===== config.mk =====
export PLATFORM = sky130hd
export DESIGN_NAME = usfl_ep0_status
export DESIGN_NICKNAME = d
export VERILOG_FILES = /design/src/logic/usfl_pkg.sv /design/src/logic/usfl_flag.sv /design/src/logic/usfl_addr.sv /design/src/logic/usfl_ep0_status.sv
export SDC_FILE = /design/constraint.sdc
export NUM_CORES = 1
export LEC_CHECK = 0
export BUFFER_PORTS_ARGS = -buffer_cell sky130_fd_sc_hd__buf_2
export CORE_MARGIN = 3
export CORE_UTILIZATION = 48
export CTS_CLUSTER_SIZE = 28
export DETAILED_ROUTE_END_ITERATION = 8
export HOLD_SLACK_MARGIN = 0.03
export PLACE_DENSITY_LB_ADDON = 0.3
export SLEW_MARGIN = 30
export SYNTH_ARGS = -nofsm -noshare
export SYNTH_HDL_FRONTEND = slang
export SYNTH_SLANG_ARGS = --single-unit

===== constraint.sdc =====
create_clock -name mclk -period 1.2 [get_ports mclk]
set_input_delay 0.12 -clock mclk [delete_from_list [all_inputs] [get_ports mclk]]
set_output_delay 0.12 -clock mclk [all_outputs]
set_load 0.005 [all_outputs]

===== src/logic/usfl_pkg.sv =====
// usfl_pkg: register map, field positions, reset values and state codes
// for the control endpoint status block.
// assumes one 100 MHz clock shared by the engine and the register port.
package usfl_pkg;
	localparam int ADDR_W = 3;
	localparam int DATA_W = 8;
	localparam int DEV_ADDR_W = 7;

	// register offsets
	localparam logic [ADDR_W-1:0] OFF_STATUS = 3'h0;
	localparam logic [ADDR_W-1:0] OFF_ADDR = 3'h1;
	localparam logic [ADDR_W-1:0] OFF_IRQ_STS = 3'h2;
	localparam logic [ADDR_W-1:0] OFF_IRQ_EN = 3'h3;
	localparam logic [ADDR_W-1:0] OFF_IRQ_CLR = 3'h4;

	// engine_status_reg fields
	localparam int B_DEFER = 0;
	localparam int B_FIFO = 1;
	localparam int B_OUT = 2;
	localparam int B_IN = 3;
	localparam int B_NORESP = 4;
	localparam int B_LINK = 6;
	localparam int B_NAKMASK = 7;

	// address_wakeup_reg fields
	localparam int B_WAKE = 0;
	localparam int ADDR_LSB = 1;
	localparam int ADDR_MSB = 7;

	// sticky engine flags, index into the flag vector
	localparam int NFLAG = 4;
	localparam int F_FIFO = 0;
	localparam int F_OUT = 1;
	localparam int F_NORESP = 2;
	localparam int F_LINK = 3;

	// interrupt status / enable / clear layout
	localparam int IRQ_W = 6;
	localparam int I_NAK = 0;
	localparam int I_FIFO = 1;
	localparam int I_OUT = 2;
	localparam int I_NORESP = 3;
	localparam int I_LINK = 4;
	localparam int I_ADDR = 5;

	localparam logic [DATA_W-1:0] RST_BYTE = 8'h00;
	localparam logic [DEV_ADDR_W-1:0] RST_DEV_ADDR = 7'h00;

	typedef enum logic {
		ADDR_IDLE = 1'b0,
		ADDR_PEND = 1'b1
	} usfl_addr_state_t;
endpackage


===== src/logic/usfl_flag.sv =====
// usfl_flag: a vector of sticky flags, set by hardware, cleared by a mask.
// assumes set and clear come from logic on the same clock.
`timescale 1ns/1ps
module usfl_flag #(
	parameter int W = 4
) (
	input wire logic mclk,
	input wire logic arst_n,
	input wire logic [W-1:0] set,
	input wire logic [W-1:0] clr,
	output logic [W-1:0] q
);
	logic [W-1:0] q_reg;
	logic [W-1:0] q_next;

	// set after clear so a same-cycle event is never lost
	always_comb begin
		q_next = (q_reg & ~clr) | set;
	end

	always_ff @(posedge mclk or negedge arst_n) begin
		if (!arst_n) begin
			q_reg <= '0;
		end else begin
			q_reg <= q_next;
		end
	end

	assign q = q_reg;
endmodule // usfl_flag


===== src/logic/usfl_addr.sv =====
// usfl_addr: address_wakeup_reg and the device address the engine answers.
// assumes in_done pulses once per acknowledged control endpoint IN.
`timescale 1ns/1ps
module usfl_addr (
	input wire logic mclk,
	input wire logic arst_n,
	input wire logic wr_en,
	input wire logic [usfl_pkg::DATA_W-1:0] wr_data,
	input wire logic deferred,
	input wire logic in_done,
	output logic [usfl_pkg::DATA_W-1:0] address_wakeup_reg,
	output logic [usfl_pkg::DEV_ADDR_W-1:0] dev_addr,
	output logic applied
);
	usfl_pkg::usfl_addr_state_t st_reg;
	usfl_pkg::usfl_addr_state_t st_next;
	logic [usfl_pkg::DATA_W-1:0] awr_reg;
	logic [usfl_pkg::DATA_W-1:0] awr_next;
	logic [usfl_pkg::DEV_ADDR_W-1:0] dev_reg;
	logic [usfl_pkg::DEV_ADDR_W-1:0] dev_next;

	always_comb begin
		st_next = st_reg;
		awr_next = awr_reg;
		dev_next = dev_reg;
		applied = 1'b0;
		if (wr_en) begin
			awr_next = wr_data;
			if (!deferred) begin
				// immediate adoption
				dev_next = wr_data[usfl_pkg::ADDR_MSB:usfl_pkg::ADDR_LSB];
				applied = 1'b1;
				st_next = usfl_pkg::ADDR_IDLE;
			end else begin
				st_next = usfl_pkg::ADDR_PEND;
			end
		end else begin
			unique case (st_reg)
				usfl_pkg::ADDR_IDLE: begin
				end
				usfl_pkg::ADDR_PEND: begin
					// wait for the host to take the status-stage data
					if (in_done) begin
						dev_next = awr_reg[usfl_pkg::ADDR_MSB:usfl_pkg::ADDR_LSB];
						applied = 1'b1;
						st_next = usfl_pkg::ADDR_IDLE;
					end
				end
			endcase
		end
	end

	always_ff @(posedge mclk or negedge arst_n) begin
		if (!arst_n) begin
			st_reg <= usfl_pkg::ADDR_IDLE;
			awr_reg <= usfl_pkg::RST_BYTE;
			dev_reg <= usfl_pkg::RST_DEV_ADDR;
		end else begin
			st_reg <= st_next;
			awr_reg <= awr_next;
			dev_reg <= dev_next;
		end
	end

	assign address_wakeup_reg = awr_reg;
	assign dev_addr = dev_reg;
endmodule // usfl_addr


===== src/logic/usfl_ep0_status.sv =====
// usfl_ep0_status: control endpoint status register, address update,
// and the interrupt gathering of the serial interface engine.
// assumes all engine event inputs are one-cycle pulses on mclk,
// and the register port master never strobes read and write together.
//
// Chosen here: the plain strobed port and the placing of the registers.
`timescale 1ns/1ps
////////////////////////////////////////////////////////////////////////
// Summary of operation
// - With the deferred bit set, a new address takes effect only after an acknowledged control IN.
// - With the deferred bit clear, a written address takes effect at once.
// - Any FIFO access error on any endpoint sets a sticky fault flag, bit 1.
// - A control OUT with data sets the received-out flag, bit 2, which firmware clears.
// - A valid SETUP token clears the received-out flag in hardware.
// - Read-only bit 3 shows that the current control token is an IN.
// - A token left unanswered through an error sets bit 4 until firmware clears it.
// - A CRC, PID or bit-stuffing error sets the sticky link error flag, bit 6.
// - Bit 7 set hides NAK handshakes from the interrupt, clear lets each NAK raise it.
// - Status functions other than the FIFO fault flag cover the control endpoint only, the NAK mask all endpoints.
// - The address register holds the address in bits 7..1, wakeup in bit 0, both reset 0.
module usfl_ep0_status (
	input wire logic mclk,
	input wire logic arst_n,
	input wire logic [usfl_pkg::ADDR_W-1:0] reg_addr,
	input wire logic [usfl_pkg::DATA_W-1:0] reg_wdata,
	input wire logic reg_wr,
	input wire logic reg_rd,
	output logic [usfl_pkg::DATA_W-1:0] reg_rdata,
	input wire logic tok_ep0,
	input wire logic tok_in,
	input wire logic setup_ok,
	input wire logic in_ack,
	input wire logic out_data,
	input wire logic fifo_err,
	input wire logic no_resp,
	input wire logic crc_err,
	input wire logic pid_err,
	input wire logic stuff_err,
	input wire logic nak_sent,
	output logic [usfl_pkg::DEV_ADDR_W-1:0] dev_addr,
	output logic remote_wakeup_enable,
	output logic irq
);
	function automatic logic hit(
		input logic [usfl_pkg::ADDR_W-1:0] a,
		input logic [usfl_pkg::ADDR_W-1:0] off,
		input logic strobe
	);
		hit = strobe && (a == off);
	endfunction

	logic wr_status;
	logic wr_addr;
	logic wr_irq_en;
	logic wr_irq_clr;
	logic defer_reg;
	logic defer_next;
	logic mask_reg;
	logic mask_next;
	logic [usfl_pkg::NFLAG-1:0] flag_set;
	logic [usfl_pkg::NFLAG-1:0] flag_clr;
	logic [usfl_pkg::NFLAG-1:0] flag_q;
	logic [usfl_pkg::IRQ_W-1:0] ev_set;
	logic [usfl_pkg::IRQ_W-1:0] ev_clr;
	logic [usfl_pkg::IRQ_W-1:0] irq_sts;
	logic [usfl_pkg::IRQ_W-1:0] irq_en_reg;
	logic [usfl_pkg::IRQ_W-1:0] irq_en_next;
	logic [usfl_pkg::DATA_W-1:0] address_wakeup_reg;
	logic [usfl_pkg::DATA_W-1:0] status;
	logic [usfl_pkg::DATA_W-1:0] rd_next;
	logic [usfl_pkg::DATA_W-1:0] rd_reg;
	logic addr_applied;
	logic in_done;

	////////////////////////////////////////////////////////////////////
	// register decode

	always_comb begin
		wr_status = hit(reg_addr, usfl_pkg::OFF_STATUS, reg_wr);
		wr_addr = hit(reg_addr, usfl_pkg::OFF_ADDR, reg_wr);
		wr_irq_en = hit(reg_addr, usfl_pkg::OFF_IRQ_EN, reg_wr);
		wr_irq_clr = hit(reg_addr, usfl_pkg::OFF_IRQ_CLR, reg_wr);
	end

	////////////////////////////////////////////////////////////////////
	// control bits: deferred update and NAK mask

	always_comb begin
		defer_next = defer_reg;
		mask_next = mask_reg;
		if (wr_status) begin
			// cleared by firmware after the next SETUP
			defer_next = reg_wdata[usfl_pkg::B_DEFER];
			mask_next = reg_wdata[usfl_pkg::B_NAKMASK];
		end
	end

	always_ff @(posedge mclk or negedge arst_n) begin
		if (!arst_n) begin
			defer_reg <= 1'b0;
			mask_reg <= 1'b0;
		end else begin
			defer_reg <= defer_next;
			mask_reg <= mask_next;
		end
	end

	////////////////////////////////////////////////////////////////////
	// sticky engine flags

	always_comb begin
		flag_set = '0;
		flag_set[usfl_pkg::F_FIFO] = fifo_err;
		// out, no-answer and link errors count on the control endpoint only
		flag_set[usfl_pkg::F_OUT] = out_data && tok_ep0;
		flag_set[usfl_pkg::F_NORESP] = no_resp && tok_ep0;
		flag_set[usfl_pkg::F_LINK] =
			(crc_err || pid_err || stuff_err) && tok_ep0;
		flag_clr = '0;
		if (wr_status) begin
			// write zero clears, write one leaves the flag alone
			flag_clr[usfl_pkg::F_FIFO] = !reg_wdata[usfl_pkg::B_FIFO];
			flag_clr[usfl_pkg::F_OUT] = !reg_wdata[usfl_pkg::B_OUT];
			flag_clr[usfl_pkg::F_NORESP] = !reg_wdata[usfl_pkg::B_NORESP];
			flag_clr[usfl_pkg::F_LINK] = !reg_wdata[usfl_pkg::B_LINK];
		end
		if (setup_ok && tok_ep0) begin
			flag_clr[usfl_pkg::F_OUT] = 1'b1;
		end
	end

	usfl_flag #(
		.W(usfl_pkg::NFLAG)
	) u_flags (
		.mclk(mclk),
		.arst_n(arst_n),
		.set(flag_set),
		.clr(flag_clr),
		.q(flag_q)
	);

	////////////////////////////////////////////////////////////////////
	// device address

	assign in_done = in_ack && tok_ep0;

	usfl_addr u_addr (
		.mclk(mclk),
		.arst_n(arst_n),
		.wr_en(wr_addr),
		.wr_data(reg_wdata),
		.deferred(defer_reg),
		.in_done(in_done),
		.address_wakeup_reg(address_wakeup_reg),
		.dev_addr(dev_addr),
		.applied(addr_applied)
	);

	assign remote_wakeup_enable = address_wakeup_reg[usfl_pkg::B_WAKE];

	////////////////////////////////////////////////////////////////////
	// interrupt status, enable and clear

	always_comb begin
		ev_set = '0;
		// the mask spans every endpoint, so no tok_ep0 term here
		ev_set[usfl_pkg::I_NAK] = nak_sent && !mask_reg;
		ev_set[usfl_pkg::I_FIFO] = flag_set[usfl_pkg::F_FIFO];
		ev_set[usfl_pkg::I_OUT] = flag_set[usfl_pkg::F_OUT];
		ev_set[usfl_pkg::I_NORESP] = flag_set[usfl_pkg::F_NORESP];
		ev_set[usfl_pkg::I_LINK] = flag_set[usfl_pkg::F_LINK];
		ev_set[usfl_pkg::I_ADDR] = addr_applied;
		ev_clr = wr_irq_clr ? reg_wdata[usfl_pkg::IRQ_W-1:0] : '0;
		irq_en_next = irq_en_reg;
		if (wr_irq_en) begin
			irq_en_next = reg_wdata[usfl_pkg::IRQ_W-1:0];
		end
	end

	usfl_flag #(
		.W(usfl_pkg::IRQ_W)
	) u_irq (
		.mclk(mclk),
		.arst_n(arst_n),
		.set(ev_set),
		.clr(ev_clr),
		.q(irq_sts)
	);

	always_ff @(posedge mclk or negedge arst_n) begin
		if (!arst_n) begin
			irq_en_reg <= '0;
		end else begin
			irq_en_reg <= irq_en_next;
		end
	end

	assign irq = |(irq_sts & irq_en_reg);

	////////////////////////////////////////////////////////////////////
	// read path

	always_comb begin
		status = usfl_pkg::RST_BYTE; // bit 5 stays zero
		status[usfl_pkg::B_DEFER] = defer_reg;
		status[usfl_pkg::B_FIFO] = flag_q[usfl_pkg::F_FIFO];
		status[usfl_pkg::B_OUT] = flag_q[usfl_pkg::F_OUT];
		status[usfl_pkg::B_IN] = tok_in && tok_ep0;
		status[usfl_pkg::B_NORESP] = flag_q[usfl_pkg::F_NORESP];
		status[usfl_pkg::B_LINK] = flag_q[usfl_pkg::F_LINK];
		status[usfl_pkg::B_NAKMASK] = mask_reg;
		rd_next = usfl_pkg::RST_BYTE;
		if (reg_rd) begin
			case (reg_addr)
				usfl_pkg::OFF_STATUS: rd_next = status;
				usfl_pkg::OFF_ADDR: rd_next = address_wakeup_reg;
				usfl_pkg::OFF_IRQ_STS: rd_next = {2'h0, irq_sts};
				usfl_pkg::OFF_IRQ_EN: rd_next = {2'h0, irq_en_reg};
				// clear register and holes read zero
				default: rd_next = usfl_pkg::RST_BYTE;
			endcase
		end
	end

	always_ff @(posedge mclk or negedge arst_n) begin
		if (!arst_n) begin
			rd_reg <= usfl_pkg::RST_BYTE;
		end else begin
			rd_reg <= rd_next;
		end
	end

	assign reg_rdata = rd_reg;
endmodule // usfl_ep0_status


### Yosys cells after proc, flatten, opt, wreduce, memory -nomap -nowiden

Cells that the tools add are included.

| word-level totals | value |
|---|---|
| register bits after elaboration | 42 |
| input port bits | 26 |

| operators by class | value |
|---|---|
| equality and inequality tests | 5 |
| muxes and demuxes | 17 |
| bitwise gates (word level) | 7 |
| reductions and logical operators | 23 |

Operators with widths:

| kind | number |
|---|---|
| case mux 8 bit (4 select lines) | 1 |
| two-way mux 7 bit | 4 |
| AND 6 bit | 2 |
| logical AND 1 bit | 11 |
| two-way mux 1 bit | 9 |
| two-way mux 8 bit | 1 |
| == test 3 x 2 -> 1 bit (second input constant) | 2 |
| two-way mux 6 bit | 1 |
| NOT 6 bit | 1 |
| OR 6 bit | 1 |
| OR reduction 6 bit | 1 |
| zero test 1 bit | 5 |
| AND 4 bit | 1 |
| two-way mux 4 bit | 1 |
| NOT 4 bit | 1 |
| OR 4 bit | 1 |
| nonzero test 2 bit | 2 |
| == test 3 x 1 -> 1 bit (second input constant) | 1 |
| == test 3 bit (second input constant) | 1 |
| zero test 3 bit | 1 |
| AND reduction 3 bit | 1 |
| logical OR 1 bit | 2 |
| != test 2 bit (second input constant) | 1 |

### Logic depth before layout (Yosys ltp)

| logic depth | value |
|---|---|
| word-level depth | 7 |
| gate-level depth with buffers | 6 |
| mapped depth without buffers | 3 |

### Cells and area by module

From an unflattened synthesis, not the netlist that was laid out.

| second synthesis, totals | value |
|---|---|
| cells, all modules | 180 |
| area total of the unflattened synthesis | 2112.0 µm² |

Modules (own cells, without submodules):

| module | instances | cells an instance | area each (µm²) | seq. area each (µm²) |
|---|---|---|---|---|
| usfl_ep0_status | 1 | 89 | 984.7 | 400.4 |
| usfl_addr | 1 | 61 | 764.5 | 400.4 |
| usfl_flag at u_irq | 1 | 18 | 217.7 | 150.1 |
| usfl_flag at u_flags | 1 | 12 | 145.1 | 100.1 |

### Worst setup path after synthesis

Ideal clock, no wire load.

| timing path | value |
|---|---|
| kind | input to register |
| start | input port reg_addr[0] (netlist name) |
| end | register defer_reg |
| library setup time | 0.125 ns |
| data arrival time | 1.200 ns |
| required time | 1.075 ns |
| path slack | -0.125 ns |
| stages | 4 |
| path buffers | 2 |
| cells stage by stage | buf_2 > or4b_4 > buf_6 > mux2_4 |

| between the ends | value |
|---|---|
| word-level cells in the longest chain between the ends | 2 |

Ends and longest elaborated chain:

| item | RTL line | text |
|---|---|---|
| start: declaration | usfl_ep0_status.sv:24 | `input wire logic [usfl_pkg::ADDR_W-1:0] reg_addr,` |
| zero test 3 bit | usfl_ep0_status.sv:49 | `hit = strobe && (a == off);` |
| logical AND 1 bit | usfl_ep0_status.sv:49 |  |
| end signal: assignment | usfl_ep0_status.sv:103 | `defer_reg <= defer_next;` |
| end: declaration | usfl_ep0_status.sv:56 | `logic defer_reg;` |

Every way passes these cells.
A chain may end at the register's enable or synchronous reset.

### Worst setup path after layout

| timing path | value |
|---|---|
| start | register u_irq.q_reg[4] (netlist: u_irq.q[4]) |
| end | output port irq |

| between the ends | value |
|---|---|
| word-level cells in the longest chain between the ends | 2 |

Ends and longest elaborated chain:

| item | RTL line | text |
|---|---|---|
| start: declaration | usfl_flag.sv:13 | `logic [W-1:0] q_reg;` |
| start signal: assignment | usfl_flag.sv:25 | `q_reg <= q_next;` |
| AND 6 bit | usfl_ep0_status.sv:198 | `assign irq = \|(irq_sts & irq_en_reg);` |
| OR reduction 6 bit | usfl_ep0_status.sv:198 |  |
| end: declaration | usfl_ep0_status.sv:42 | `output logic irq` |

Every way passes these cells.

==> impl_metrics.json <==
{
  "routedWlPerCell_um": 16.6,
  "ios": 43,
  "grt_pass1_wl_um": 7610,
  "drt_iter0_drc": 167,
  "final_cells": 274,
  "avgSynthCellArea_um2": 11.4,
  "rsz0062_at_grt": "true",
  "synth_nets": 196,
  "cts_tree": "done",
  "worstHoldStart": "no_resp",
  "ff2ff_setup_slack_ns": 0.01,
  "worst_slack_ns": -0.0401,
  "crit_type": "flip-flop to output pin",
  "fin_util_pct": 64.8,
  "seq_area_frac_synth_pct": 54.1,
  "async_flop_share_pct": 100,
  "intPower_mw": 2.77,
  "worstMarginPinSlew_ns": 0.300,
  "ir_drop_mv": 0.782,
  "place_inst": 262,
  "period_needed_ns": 1.24,
  "min_delay_path_depth": 3,
  "pwr-share-comb_pct": 19.9,
  "clk_latency_ns": 0.29,
  "power_frac_seq_pct": 50.1,
  "swShare_pct": 25.9,
  "final_nets": 252,
  "maxSlewViolCount": 0,
  "num_rows": 22,
  "p_leak_nw": 1.18,
  "setup_viol": 1,
  "critPathArrivalTime_ns": 1.12,
  "track_usage_pct": 20.2,
  "hold_violations": 0,
  "p_total_mw": 3.73,
  "min_to": "u_flags.q[2]$_DFF_PN0_",
  "synth-seq-cells": 42,
  "port_buffers": 42,
  "routed_wl_um": 4540,
  "die_w_um": 69.6,
  "relSlewSlack_pct": 79.6,
  "grt_max_degree": 23,
  "syn_inst": 170,
  "path_max_fanout": 3,
  "power_density_mw_per_mm2": 1530,
  "die_y_um": 69.6,
  "worst_setup_path_end_kind": "output pin",
  "layout_commonest_cell": "buf_2",
  "violations": "negative setup slack",
  "drive_gt1_share_pct": 39.8,
  "grt_overflow_total": 0,
  "htreeDepth": 2,
  "ys.flop_type": "dfrtp_1",
  "netSwitchingPower_mw": 0.966,
  "clock_tree.root_cell": "clkbuf_8",
  "reg2regPathDepth": 5,
  "cts_inserted_buffers": 5,
  "synth_cell_type_count": 35,
  "drcViolationCount": 0,
  "start_util_pct": 51.5,
  "start_kind": "flip-flop",
  "core_region_area_mm2": 0.00377,
  "seq_area_mm2": 0.00105,
  "antenna_found_initial": 0,
  "path_clk_slew_ns": 0.07,
  "dieArea_mm2": 0.00484,
  "gp_congestion": 0.819,
  "grt_pass1_vias": 1547,
  "fmax_mhz": 806,
  "areaGrowthSynthToFinish_pct": 25.8,
  "min_path_type": "primary input to flip-flop",
  "syn_area_mm2": 0.00194,
  "final_cell_mix": "buf_2 (42), dfrtp_1 (41), nand2_1 (40)",
  "ant_nets": 0,
  "cap_violations": 0,
  "r2r-end": "reg_rdata[4]$_DFF_PN0_",
  "finalCritPeriodShare_pct": 103,
  "nFillCells": 303,
  "firstDrtPassIters": 4,
  "worst_clock_skew_ns": 0.00526,
  "status": "finished with violations",
  "clock_path_buffers": 2,
  "vias": 1536,
  "r2r-start": "irq_en_reg[4]$_DFFE_PN0P_",
  "cts_sinks": 42,
  "clkPwrFrac_pct": 30.0,
  "diodes": 0,
  "dp_hpwl_um": 3470,
  "cp.required_ns": 1.08,
  "via_per_inst": 5.61,
  "ys_warn_count": 0,
  "multi_input_area_um2": 855,
  "synth_edf_count": 0
}
[final cells by class]
class | count | share of cell area (%)
clock inverters | 1 | 1.23
flip-flops and latches | 42 | 43.1
multi-input cells | 118 | 35.0
clock buffers | 6 | 3.38
repair buffers | 58 | 14.7
well taps | 48 | 2.46
inverters | 1 | 0.154
[synthesized netlist by cell type, drive strengths merged (4+ instances only)]
master | count | area [um^2]
and2 | 6 | 37.5
or3 | 8 | 50.1
o221a | 7 | 78.8
mux2 | 9 | 109
nand2 | 40 | 150
mux2i | 11 | 123
o22ai | 4 | 25.0
a22o | 4 | 35.0
dfrtp | 42 | 1050
buf | 6 | 42.5
[per-layer routing]
metal  up-vias  GRT usage, %  share of wire, %
li1        715             -                 -
met1       758          27.2                44
met2        52          31.3                48
met3        11          5.65               6.1
met4         0          7.16               1.5
met5         -             0                 0
[critical path: stages, from the launching register on]
cell	delay [ns]
dfrtp_1	0.42
a22oi_2	0.19
nand3_1	0.09
buf_2	0.13
[stage by stage]
stage | hold slack [ns] | area (um^2) | setup slack (ns) | setup TNS, ns
floorplan | -0.176 | 1950 | -0.0793 | -0.230
detailed placement | 0.0173 | 2270 | -0.0873 | -0.901
finish | 0.0472 | 2440 | -0.0401 | -0.0401
global placement | 0.00904 | 2270 | -0.0598 | -0.599
CTS | 0.0387 | 2410 | -0.0391 | -0.0391
global route | 0.0504 | 2440 | -0.0812 | -0.106
[worst max-delay path by stage]
stage | from | end | slack, ns | cells past startpoint
floorplan | reg_addr[0] | defer_reg$_DFFE_PN0P_ | -0.08 | 4
global placement | reg_addr[2] | u_flags.q[3]$_DFF_PN0_ | -0.06 | 4
CTS | u_irq.q[5]$_DFF_PN0_ | irq | -0.04 | 3
global route | u_irq.q[5]$_DFF_PN0_ | irq | -0.08 | 3
finish | u_irq.q[4]$_DFF_PN0_ | irq | -0.04 | 3
detailed placement | reg_addr[2] | u_addr.dev_addr[0]$_DFFE_PN0P_ | -0.09 | 5
[power by group through the flow]
| stage | logic (mW) | clock network (mW) | registers, mW |
|---|---|---|---|
| 3_3_place_gp | 0.684 | 0 | 1.88 |
| 2_1_floorplan | 0.414 | 0 | 1.83 |
| 6_report | 0.744 | 1.12 | 1.87 |
| 4_1_cts | 0.732 | 1.13 | 1.86 |
| 3_5_place_dp | 0.710 | 0 | 1.89 |
| 5_1_grt | 0.830 | 1.21 | 1.90 |
[cell families after synthesis]
family | after synthesis | share of synthesized area [%]
AND/OR/NAND/NOR | 71 | 18.5
flip-flops | 42 | 54.1
AO/OA/AOI/OAI | 26 | 11.3
multiplexers | 21 | 13.1
buffers and inverters | 10 | 2.96
[what timing repair did]
item                                    in CTS  in global routing
cloned                                       0                  0
endpoints found under the hold margin       43                  0
buffers inserted                             1                  2
pin swaps                                    2                  0
hold buffers                                 2                  0
endpoints found under the setup margin       8                  7
gates resized for setup                      2                  4
(Power assumes the default switching activity.)
